**src/logic/pbmux_pkg.sv**
```systemverilog
package pbmux_pkg;

	////////////////////////////////////////////////////////////////////////
	// Pin indices, also the bit index into every per-pin vector
	localparam int NUM_PINS = 9;
	localparam int PIN_PHASE_A = 0;
	localparam int PIN_PHASE_B = 1;
	localparam int PIN_INDEX = 2;
	localparam int PIN_HOME = 3;
	localparam int PIN_SPI_ZERO_SERIAL_CLOCK_PIN = 4;
	localparam int PIN_SPI_ZERO_MASTER_OUT_PIN = 5;
	localparam int PIN_SPI_ZERO_MASTER_IN_PIN = 6;
	localparam int PIN_SS0 = 7;
	localparam int PIN_PWM0 = 8;

	////////////////////////////////////////////////////////////////////////
	// Function select codes
	localparam int FN_W = 3;
	localparam int MAX_FN = 4;
	localparam logic [FN_W-1:0] FN_0 = 3'h0;
	localparam logic [FN_W-1:0] FN_1 = 3'h1;
	localparam logic [FN_W-1:0] FN_2 = 3'h2;
	localparam logic [FN_W-1:0] FN_3 = 3'h3;
	localparam logic [FN_W-1:0] FN_NONE = 3'h7;

	// Slot holding each function on the shared pins
	localparam int SLOT_PRIMARY = 0;
	localparam int SLOT_TIMER = 1;
	localparam int SLOT_QUAD_GPIO = 2;
	localparam int SLOT_CLK_MON = 3;
	localparam int SLOT_SPI_GPIO = 1;
	localparam int SLOT_SCI = 1;
	localparam int SLOT_SCI_GPIO = 2;
	localparam int SLOT_PWM_GPIO = 1;

	// Number of functions offered per pin, pin 0 in the low field
	localparam logic [NUM_PINS-1:0][FN_W-1:0] PIN_FN_CNT = {
		3'h2, 3'h3, 3'h3, 3'h2, 3'h2, 3'h4, 3'h4, 3'h4, 3'h4};

	// Reset selections per variant
	localparam logic [NUM_PINS-1:0][FN_W-1:0] PIN_RST_FULL = {
		FN_0, FN_0, FN_0, FN_0, FN_0, FN_0, FN_0, FN_0, FN_0};
	localparam logic [NUM_PINS-1:0][FN_W-1:0] PIN_RST_REDUCED = {
		FN_NONE, FN_0, FN_0, FN_0, FN_0, FN_NONE, FN_NONE, FN_NONE, FN_NONE};

	////////////////////////////////////////////////////////////////////////
	// Clock output select bits
	localparam int CLKO_W = 4;
	localparam int CLKO_OSC = 0;
	localparam int CLKO_SYS2 = 1;
	localparam int CLKO_SYS = 2;
	localparam int CLKO_PRE = 3;

	////////////////////////////////////////////////////////////////////////
	// Carriers
	localparam int TMR_W = 4;
	localparam logic PAD_IDLE_IN = 1'b1;

	typedef struct packed {
		logic [MAX_FN-1:0] out;
		logic [MAX_FN-1:0] oe;
	} pbmux_fn_t;

	typedef struct packed {
		logic out;
		logic oe;
		logic pu;
	} pbmux_pad_t;

	localparam pbmux_pad_t PAD_RST = '{out: 1'b0, oe: 1'b0, pu: 1'b1};

	typedef struct packed {
		logic master;
		logic sclk;
		logic mosi;
		logic miso;
	} pbmux_spi_out_t;

	typedef struct packed {
		logic sclk;
		logic mosi;
		logic miso;
		logic select_n;
	} pbmux_spi_in_t;

endpackage

```
**src/logic/pbmux_pin_cell.sv**
```systemverilog
`timescale 1ns/1ps

module pbmux_pin_cell #(
	parameter logic [2:0] FN_CNT = 3'h4
) (
	input wire logic clk_sys_i,
	input wire logic nrst_i,
	input wire logic [pbmux_pkg::FN_W-1:0] sel_i,
	input wire pbmux_pkg::pbmux_fn_t fn_i,
	input wire logic pull_en_i,
	input wire logic pad_i,
	output pbmux_pkg::pbmux_pad_t pad_o,
	output logic [pbmux_pkg::MAX_FN-1:0] fn_in_o
);
	import pbmux_pkg::*;

	////////////////////////////////////////////////////////////////////////
	// Unknown codes park the pin as an undriven input
	wire sel_ok = (sel_i < FN_CNT);
	wire [1:0] slot = sel_i[1:0];
	wire drv_nxt = sel_ok & fn_i.oe[slot];
	wire out_nxt = fn_i.out[slot];
	wire pu_nxt = pull_en_i & ~drv_nxt;

	pbmux_pad_t pad_r;

	always_ff @(posedge clk_sys_i) begin
		if (!nrst_i) begin
			pad_r <= PAD_RST;
		end else begin
			pad_r <= '{out: out_nxt, oe: drv_nxt, pu: pu_nxt};
		end
	end

	assign pad_o = pad_r;

	// Unselected functions see the idle pulled-up level
	genvar k;
	generate
		for (k = 0; k < MAX_FN; k++) begin : g_in
			assign fn_in_o[k] = (sel_ok && slot == k) ? pad_i : PAD_IDLE_IN;
		end
	endgenerate

endmodule

```
**src/logic/pbmux_top.sv**
```systemverilog
`timescale 1ns/1ps

module pbmux_top (
	input wire logic clk_sys_i,
	input wire logic nrst_i,
	input wire logic variant_full_i,
	input wire logic [pbmux_pkg::NUM_PINS-1:0][pbmux_pkg::FN_W-1:0] fn_sel_i,
	input wire logic [pbmux_pkg::NUM_PINS-1:0] fn_sel_load_i,
	output logic [pbmux_pkg::NUM_PINS-1:0][pbmux_pkg::FN_W-1:0] fn_sel_o,
	input wire logic [pbmux_pkg::CLKO_W-1:0] clock_output_select_register_i,
	input wire logic oscillator_clock_monitor_i,
	input wire logic second_system_clock_monitor_i,
	input wire logic system_clock_monitor_i,
	input wire logic prescaler_clock_monitor_i,
	input wire logic [pbmux_pkg::NUM_PINS-1:0] gpio_out_i,
	input wire logic [pbmux_pkg::NUM_PINS-1:0] gpio_dir_i,
	input wire logic [pbmux_pkg::NUM_PINS-1:0] pull_en_i,
	output logic [pbmux_pkg::NUM_PINS-1:0] gpio_in_o,
	input wire logic [pbmux_pkg::TMR_W-1:0] timer_a_out_i,
	input wire logic [pbmux_pkg::TMR_W-1:0] timer_a_oe_i,
	output logic [pbmux_pkg::TMR_W-1:0] timer_a_in_o,
	output logic decoder_phase_a_input_o,
	output logic decoder_phase_b_input_o,
	output logic decoder_index_input_o,
	output logic decoder_home_input_o,
	input wire pbmux_pkg::pbmux_spi_out_t spi_out_i,
	output pbmux_pkg::pbmux_spi_in_t spi_in_o,
	output logic spi_slave_selected_o,
	input wire logic serial_one_transmit_output_i,
	output logic serial_one_receive_input_o,
	input wire logic pwm_channel_zero_output_i,
	input wire logic [pbmux_pkg::NUM_PINS-1:0] pad_i,
	output pbmux_pkg::pbmux_pad_t [pbmux_pkg::NUM_PINS-1:0] pads_o
);
	import pbmux_pkg::*;

	////////////////////////////////////////////////////////////////////////
	// Function selection state

	logic [NUM_PINS-1:0][FN_W-1:0] sel_r;
	logic [NUM_PINS-1:0][FN_W-1:0] sel_nxt;
	logic [NUM_PINS-1:0][FN_W-1:0] sel_rst;

	// Strap is sampled on every clock edge while reset is held, so the last one before release counts
	assign sel_rst = variant_full_i ? PIN_RST_FULL : PIN_RST_REDUCED;

	genvar p;
	generate
		for (p = 0; p < NUM_PINS; p++) begin : g_sel
			assign sel_nxt[p] = fn_sel_load_i[p] ? fn_sel_i[p] : sel_r[p];
		end
	endgenerate

	always_ff @(posedge clk_sys_i) begin
		if (!nrst_i) begin
			sel_r <= sel_rst;
		end else begin
			sel_r <= sel_nxt;
		end
	end

	assign fn_sel_o = sel_r;

	////////////////////////////////////////////////////////////////////////
	// Inputs seen through the pins, one register stage

	logic [NUM_PINS-1:0][MAX_FN-1:0] fn_in;
	logic [NUM_PINS-1:0][MAX_FN-1:0] fn_in_r;

	always_ff @(posedge clk_sys_i) begin
		if (!nrst_i) begin
			fn_in_r <= '1;
		end else begin
			fn_in_r <= fn_in;
		end
	end

	////////////////////////////////////////////////////////////////////////
	// SPI slave select and data direction

	// Select is active low; a pin not in SPI function reads idle high
	wire ss_active = ~fn_in_r[PIN_SS0][SLOT_PRIMARY];
	wire slave_mode = ~spi_out_i.master;
	wire miso_drive = slave_mode & ss_active;
	wire master_drive = spi_out_i.master;

	assign spi_slave_selected_o = slave_mode & ss_active;

	////////////////////////////////////////////////////////////////////////
	// Per-pin function tables, slot 3 down to slot 0

	pbmux_fn_t [NUM_PINS-1:0] fn_tab;

	// Clock monitors only drive when the output select enables them
	assign fn_tab[PIN_PHASE_A] = '{
		out: {oscillator_clock_monitor_i, gpio_out_i[PIN_PHASE_A],
			timer_a_out_i[PIN_PHASE_A], 1'b0},
		oe: {clock_output_select_register_i[CLKO_OSC], gpio_dir_i[PIN_PHASE_A],
			timer_a_oe_i[PIN_PHASE_A], 1'b0}};

	assign fn_tab[PIN_PHASE_B] = '{
		out: {second_system_clock_monitor_i, gpio_out_i[PIN_PHASE_B],
			timer_a_out_i[PIN_PHASE_B], 1'b0},
		oe: {clock_output_select_register_i[CLKO_SYS2], gpio_dir_i[PIN_PHASE_B],
			timer_a_oe_i[PIN_PHASE_B], 1'b0}};

	assign fn_tab[PIN_INDEX] = '{
		out: {system_clock_monitor_i, gpio_out_i[PIN_INDEX],
			timer_a_out_i[PIN_INDEX], 1'b0},
		oe: {clock_output_select_register_i[CLKO_SYS], gpio_dir_i[PIN_INDEX],
			timer_a_oe_i[PIN_INDEX], 1'b0}};

	assign fn_tab[PIN_HOME] = '{
		out: {prescaler_clock_monitor_i, gpio_out_i[PIN_HOME],
			timer_a_out_i[PIN_HOME], 1'b0},
		oe: {clock_output_select_register_i[CLKO_PRE], gpio_dir_i[PIN_HOME],
			timer_a_oe_i[PIN_HOME], 1'b0}};

	// Clock and data share the same register stage, keeping the half-period skew
	assign fn_tab[PIN_SPI_ZERO_SERIAL_CLOCK_PIN] = '{
		out: {2'b00, gpio_out_i[PIN_SPI_ZERO_SERIAL_CLOCK_PIN], spi_out_i.sclk},
		oe: {2'b00, gpio_dir_i[PIN_SPI_ZERO_SERIAL_CLOCK_PIN], master_drive}};

	assign fn_tab[PIN_SPI_ZERO_MASTER_OUT_PIN] = '{
		out: {2'b00, gpio_out_i[PIN_SPI_ZERO_MASTER_OUT_PIN], spi_out_i.mosi},
		oe: {2'b00, gpio_dir_i[PIN_SPI_ZERO_MASTER_OUT_PIN], master_drive}};

	assign fn_tab[PIN_SPI_ZERO_MASTER_IN_PIN] = '{
		out: {1'b0, gpio_out_i[PIN_SPI_ZERO_MASTER_IN_PIN], 1'b0, spi_out_i.miso},
		oe: {1'b0, gpio_dir_i[PIN_SPI_ZERO_MASTER_IN_PIN], 1'b0, miso_drive}};

	assign fn_tab[PIN_SS0] = '{
		out: {1'b0, gpio_out_i[PIN_SS0], serial_one_transmit_output_i, 1'b0},
		oe: {1'b0, gpio_dir_i[PIN_SS0], 1'b1, 1'b0}};

	assign fn_tab[PIN_PWM0] = '{
		out: {2'b00, gpio_out_i[PIN_PWM0], pwm_channel_zero_output_i},
		oe: {2'b00, gpio_dir_i[PIN_PWM0], 1'b1}};

	////////////////////////////////////////////////////////////////////////
	// Pad cells

	generate
		for (p = 0; p < NUM_PINS; p++) begin : g_pin
			pbmux_pin_cell #(
				.FN_CNT(PIN_FN_CNT[p])
			) u_cell (
				.clk_sys_i(clk_sys_i),
				.nrst_i(nrst_i),
				.sel_i(sel_r[p]),
				.fn_i(fn_tab[p]),
				.pull_en_i(pull_en_i[p]),
				.pad_i(pad_i[p]),
				.pad_o(pads_o[p]),
				.fn_in_o(fn_in[p])
			);
		end
	endgenerate

	////////////////////////////////////////////////////////////////////////
	// Inputs back to the peripherals

	// Port bits read the pad level whichever direction is chosen
	assign gpio_in_o[PIN_PHASE_A] = fn_in_r[PIN_PHASE_A][SLOT_QUAD_GPIO];
	assign gpio_in_o[PIN_PHASE_B] = fn_in_r[PIN_PHASE_B][SLOT_QUAD_GPIO];
	assign gpio_in_o[PIN_INDEX] = fn_in_r[PIN_INDEX][SLOT_QUAD_GPIO];
	assign gpio_in_o[PIN_HOME] = fn_in_r[PIN_HOME][SLOT_QUAD_GPIO];
	assign gpio_in_o[PIN_SPI_ZERO_SERIAL_CLOCK_PIN] = fn_in_r[PIN_SPI_ZERO_SERIAL_CLOCK_PIN][SLOT_SPI_GPIO];
	assign gpio_in_o[PIN_SPI_ZERO_MASTER_OUT_PIN] = fn_in_r[PIN_SPI_ZERO_MASTER_OUT_PIN][SLOT_SPI_GPIO];
	assign gpio_in_o[PIN_SPI_ZERO_MASTER_IN_PIN] = fn_in_r[PIN_SPI_ZERO_MASTER_IN_PIN][SLOT_SCI_GPIO];
	assign gpio_in_o[PIN_SS0] = fn_in_r[PIN_SS0][SLOT_SCI_GPIO];
	assign gpio_in_o[PIN_PWM0] = fn_in_r[PIN_PWM0][SLOT_PWM_GPIO];

	generate
		for (p = 0; p < TMR_W; p++) begin : g_tmr
			assign timer_a_in_o[p] = fn_in_r[p][SLOT_TIMER];
		end
	endgenerate

	assign decoder_phase_a_input_o = fn_in_r[PIN_PHASE_A][SLOT_PRIMARY];
	assign decoder_phase_b_input_o = fn_in_r[PIN_PHASE_B][SLOT_PRIMARY];
	assign decoder_index_input_o = fn_in_r[PIN_INDEX][SLOT_PRIMARY];
	assign decoder_home_input_o = fn_in_r[PIN_HOME][SLOT_PRIMARY];

	// Master ignores its own clock pin echo only by mode, not here
	assign spi_in_o = '{
		sclk: fn_in_r[PIN_SPI_ZERO_SERIAL_CLOCK_PIN][SLOT_PRIMARY],
		mosi: fn_in_r[PIN_SPI_ZERO_MASTER_OUT_PIN][SLOT_PRIMARY],
		miso: fn_in_r[PIN_SPI_ZERO_MASTER_IN_PIN][SLOT_PRIMARY],
		select_n: fn_in_r[PIN_SS0][SLOT_PRIMARY]};

	assign serial_one_receive_input_o = fn_in_r[PIN_SPI_ZERO_MASTER_IN_PIN][SLOT_SCI];

endmodule

```
**config.mk**
```make
export PLATFORM = sky130hd
export DESIGN_NAME = pbmux_top
export DESIGN_NICKNAME = d
export VERILOG_FILES = /design/src/logic/pbmux_pkg.sv /design/src/logic/pbmux_pin_cell.sv /design/src/logic/pbmux_top.sv
export SDC_FILE = /design/constraint.sdc
export NUM_CORES = 1
export LEC_CHECK = 0
export ABC_CLOCK_PERIOD_IN_PS = 1600
export BUFFER_PORTS_ARGS = -buffer_cell sky130_fd_sc_hd__buf_2
export CELL_PAD_IN_SITES_DETAIL_PLACEMENT = 1
export CELL_PAD_IN_SITES_GLOBAL_PLACEMENT = 2
export CORE_MARGIN = 2
export CORE_UTILIZATION = 24
export DETAILED_ROUTE_END_ITERATION = 6
export PLACE_DENSITY_LB_ADDON = 0.1
export SETUP_SLACK_MARGIN = 0.02
export SYNTH_ARGS = -nofsm -noshare
export SYNTH_HDL_FRONTEND = slang
export SYNTH_SLANG_ARGS = --single-unit
```
**constraint.sdc**
```tcl
create_clock -name clk_sys_i -period 1.6 [get_ports clk_sys_i]
set_clock_uncertainty 0.1 [all_clocks]
set_input_delay 0.16 -clock clk_sys_i [delete_from_list [all_inputs] [get_ports clk_sys_i]]
set_output_delay 0.16 -clock clk_sys_i [all_outputs]
set_load 0.01 [all_outputs]
```
Word-level counts from Yosys, hierarchy flattened:

Index checks and enable logic that the tools add are counted.

* register bits: 76
* output and inout bits: 77
* ROM bits: 0
* memories kept: 0
* input port bits: 97
* logic and storage cells: 228
* latch bits: 0
* bits in writable memories: 0

* $lt $le $gt $ge: 18
* divide/modulo/power cells: 0
* shift-type cells: 0
* bitwise operators: 30
* muxes and demuxes: 47
* equality and inequality tests: 23
* $mul: 0
* add/subtract/negate cells: 0
* reductions and logical operators: 52

Operator list (number)
* $mux 27: 2
* $reduce_and 2->1: 22
* $bmux 1 s2: 18
* $lt 2x3->1 const B: 9
* $mux 3: 9
* $logic_and 1x1->1: 22
* $and 1x1->1: 19
* $mux 1: 18
* $ne 2x1->1 const B: 9
* $eq 2x1->1 const B: 8
* $logic_not 2->1: 8
* $lt 3x2->1 const B: 5
* $eq 2x2->1 const B: 6
* $lt 3x3->1 const B: 4
* $not 1->1: 11

Logic depth before layout (Yosys ltp):

* depth in word-level cells: 7
* depth in mapped cells: 5

Modules after synthesis:

From an unflattened synthesis, not the netlist that was laid out.

* cell total of the unflattened synthesis: 266
* area total of the unflattened synthesis: 3208.1 sq um

Modules (own cells, without submodules)
* pbmux_top: cells an instance 118, times used 1, area each 1699.1 sq um
* pbmux_pin_cell (g_pin[0].u_cell ...): cells an instance 16, times used 4, area each 168.9 sq um
* pbmux_pin_cell (g_pin[4].u_cell ...): cells an instance 16, times used 3, area each 157.7 sq um
* pbmux_pin_cell (g_pin[6].u_cell ...): cells an instance 18, times used 2, area each 180.2 sq um

Least setup slack after synthesis:

OpenSTA, ideal clock, no wires.

* kind: register to register
* start: register sel_r, in the netlist fn_sel_o[13]
* end: register fn_in_r, in the netlist spi_in_o[3]
* data required time: 1.373 ns
* arrival time: 1.133 ns
* cell stages (with the launch flop): 3
* setup slack: 0.240 ns
* path through: edfxtp_1 or3b_1 or3_1

* word-level cells in the longest chain between the ends: 3
* elaborated cells on any way between the ends: 4
* those cells by class: order compare: 1; reduce/logical: 3

Ends and longest elaborated chain
* start, declared: line pbmux_top.sv:40 `logic [NUM_PINS-1:0][FN_W-1:0] sel_r;`
* start signal, assigned: line pbmux_top.sv:56 `sel_r <= sel_rst;`
* start signal, assigned: line pbmux_top.sv:58 `sel_r <= sel_nxt;`
* $lt 3x2->1 / $logic_not 2->1 (equally long branches): line pbmux_pin_cell.sv:19, pbmux_pin_cell.sv:41
* $logic_and 1x1->1 *: line pbmux_pin_cell.sv:41 `assign fn_in_o[k] = (sel_ok && slot == k) ? pad_i : PAD_IDLE_IN;`
* $reduce_and 2->1 (no line) *
* end signal, assigned: line pbmux_top.sv:74 `fn_in_r <= fn_in;`
* end, declared: line pbmux_top.sv:68 `logic [NUM_PINS-1:0][MAX_FN-1:0] fn_in_r;`

Mark *: on every way between the ends. The rest lies on a longest branch, timed or not.
A chain may end at the register's enable or synchronous reset.

Worst setup path after layout:

* start: register sel_r, in the netlist fn_sel_o[22]
* end: register g_pin[7].u_cell.pad_r, in the netlist g_pin[7].u_cell.pad_o[2]

* word-level cells in the longest chain between the ends: 2

Ends and longest elaborated chain
* $bmux 1 s2: line pbmux_pin_cell.sv:22 `wire out_nxt = fn_i.out[slot];`
* $mux 1 (not written as such): line pbmux_pin_cell.sv:22
* end signal, assigned: line pbmux_pin_cell.sv:31 `pad_r <= '{out: out_nxt, oe: drv_nxt, pu: pu_nxt};`
* end, declared: line pbmux_pin_cell.sv:25 `pbmux_pad_t pad_r;`

No other way between the ends. The select of a mux whose other input is x is not followed.

==> run summary <==
Outcome = completed
Syn avg cell area = 11.9 µm²
Final setup vio count = 0
Pre-antenna DRT Iters = 4
RSZ-0062 raised after global routing = no
Area fraction in and, or, nand and nor cells after synthesis = 0.196
Sequential fraction of the synthesis area = 0.631
Kind of critical path = flip-flop to flip-flop
WP buf/inv = 1
Worst skew pair latency = 0.34 ns
Worst hold path cell count = 3
Worst-Margin Slew = 0.418 ns
Initial antenna violation count = 0
R2R Path Start = fn_sel_o[22]$_SDFFCE_PN0P_
# Max-Cap Violations = 0
Initial Utilization = 0.247
Top cell type's share of synthesized area = 0.346
Cell class contributing the biggest share of worst-path delay = buffers and inverters
Htree depth = 3
Routed Antenna Nets = 0
Slowest CP cell = dlygate4sd3_1
Xor-xnor portion of the synthesized cell area = 0
Hold crit path type = primary input to flip-flop
Share of post-route cells with drive strength above 1 = 0.433
DR iter-0 viols = 60
Cell taking the most area after synthesis = dfxtp_1
Nets = 566
Fmax = 0.670 GHz
Largest family of logic cells by synthesized area = simple AND/OR/NAND/NOR gates
Worst path required time = 1.78 ns
Worst hold endpoint = g_pin[0].u_cell.pad_o[1]$_SDFF_PN0_
Final core occ = 0.406
Area after DPL = 3930 µm²
CP max FO = 6
Die area = 12,700 µm²
Fillcell total = 1,339
Crit path from = fn_sel_o[22]$_SDFFCE_PN0P_
First-pass GRT wire length = 14.0 mm
Global Route Usage Sum = 0.142
Post-synth EDFFs = 27
Synth area leaders = dfxtp_1, edfxtp_1, a21o_1
Fin crit share = 0.933
Yosys reg bits = 76
Cells after Synth = 239
Worst path arrival time = 1.67 ns
Design area = 4660 µm²
Vias = 2,653
Largest net degree at the start of global routing = 30
Peak supply drop = 0.788 mV
CTS tree = built
Clk buf depth = 2
Relative slew slack = 0.721
Register area = 1790 µm²
Die Wd = 113 µm
I/O pins = 174
Pins Over Slew Limit = 0
Port Buffers = 173
Reg-to-Reg End = g_pin[7].u_cell.pad_o[2]$_SDFF_PN0_
Vias in the first global route = 2,791
Area grow syn2layout = 64.2%
Synthesized area = 2840 µm²
Top-count cell post-synth = dfxtp_1
Core ar. = 11,500 µm²
Crit path launch type = flip-flop
DRC Markers = 0
Post-layout minimum cycle time = 1.49 ns
Max incr delay on CP = 0.55 ns
Floorplan row count = 39
R2R setup slack = 0.11 ns
Final Routed Wirelength = 8.77 mm
Wire per inst = 14.2 µm
Final setup TNS = 0 ns
Total grt overflow = 0
Synthesized net count = 336
HPWL Detailed = 6.68 mm
Post-synthesis compound-gate area fraction = 0.0944
Asr flop ratio synth = 0
Ys flop type = dfxtp_1
Power density over the cells = 1040 nW/µm²
Final hold vios = 0
Placer Congestion = 0.745
Critical path cell sequence = nand3b_1, a21oi_2, dlygate4sd3_1
Area of the multi-input gates = 976 µm²
Multiplexer share of the synthesized area = 0.0520
Synthesis Warnings = 0
Diodes inserted = 0
Worst reg2reg path depth = 3
Vias/cell = 4.31
Post-synthesis cell type count = 31
HP Start = gpio_dir_i[0]
Post-synthesis adder-cell area fraction = 0
CTS Buf Count = 9
Post-synth top cells = dfxtp_1, edfxtp_1, nand2b_1, nor2_1
Crit path capture type = flip-flop
Clock tree sinks = 76
Die Ht = 113 µm
P_leak = 0.00216 µW
CTS clk-pin slew, worst paths = 0.06 ns
CTS Root Cell = clkbuf_16
==> kinds of logic after synthesis <==
kind of cell           after synthesis
AND/OR/NAND/NOR                     96
flip-flops                          76
AO/OA/AOI/OAI                       36
buffers and inverters               17
multiplexers                        14
==> timing repair <==
item,CTS,global route
setup endpoints to repair,0,1
hold endpoints to repair,53,0
hold buffers,45,0
resized for setup,0,1
buffers inserted,0,1
==> cells in the final DEF (no fill, tap or decap), types with 2 or more instances in the layout <==
cell,count
buf_12,2
nor2b_1,4
clkbuf_8,2
a21oi_1,6
a22oi_1,6
mux2_2,6
edfxtp_1,27
dlygate4sd3_1,45
a21o_1,15
mux2i_1,8
clkbuf_16,9
nand4b_1,2
nor3b_1,3
buf_4,7
nand2b_1,17
clkinv_1,2
a31o_2,2
and2_1,12
o311ai_0,2
or3b_1,4
or3_1,3
nor2_1,17
o2bb2ai_1,2
nand2_1,15
dfxtp_1,49
buf_2,173
nand4bb_1,2
nor3_1,7
inv_1,9
nand3b_1,8
==> where the power goes <==
part / switching, µW / total (µW) / internal [µW]
Sequential: 101 / 2260 / 2160
Combinational: 330 / 739 / 410
Clock: 743 / 1860 / 1110
Total: 1170 / 4850 / 3680
==> state kept, by name, summed over array words and instances (netlist names) <==
signal	count
decoder_home_input_o	1
decoder_index_input_o	1
decoder_phase_a_input_o	1
decoder_phase_b_input_o	1
fn_sel_o	27
g_pin.u_cell.pad_o	27
gpio_in_o	9
serial_one_receive_input_o	1
spi_in_o	4
timer_a_in_o	4
==> worst max path at each step <==
stage	end	slack, ns	depth (start not counted)
final	g_pin[7].u_cell.pad_o[2]$_SDFF_PN0_	0.11	3
after global routing	g_pin[7].u_cell.pad_o[2]$_SDFF_PN0_	0.05	3
after CTS	g_pin[7].u_cell.pad_o[2]$_SDFF_PN0_	0.12	3
after detailed placement	spi_in_o[3]$_SDFF_PN1_	0.16	4
after global placement	spi_in_o[3]$_SDFF_PN1_	0.20	4
after floorplan	spi_in_o[3]$_SDFF_PN1_	0.24	2
==> layout make-up <==
type	count	share of cell area
Clock inverter	3	0.00269
Multi-Input combinational cell	146	0.210
Inverter	9	0.00725
Timing Repair Buffer	227	0.302
Sequential cell	76	0.385
Clock buffer	12	0.0551
Tap cell	143	0.0384
==> stage by stage <==
stage	hold slack (ns)	worst slack (ns)	total power [µW]	std cells
finish	0.00911	0.108	4850	616
global route	0.00875	0.0464	5090	616
CTS	0.000633	0.121	4930	615
detailed placement	0.264	0.165	2960	555
global placement	0.265	0.201	2950	555
floorplan	0.152	0.240	2590	239
==> per-layer routing <==
| layer | vias to the layer above | global-route usage | part of all wire |
|---|---|---|---|
| li1 | 1295 | - | - |
| met2 | 89 | 0.238 | 0.49 |
| met4 | 0 | 0.0585 | 0.016 |
| met5 | - | 0 | 0 |
| met1 | 1258 | 0.163 | 0.42 |
| met3 | 11 | 0.0536 | 0.075 |
==> worst register-to-register path, cell delays in order (launching register included) <==
cell and delay [ns]:
edfxtp_1 0.44, nand3b_1 0.20, a21oi_2 0.14, dlygate4sd3_1 0.55
No activity file was read; power rests on OpenSTA's default activity.
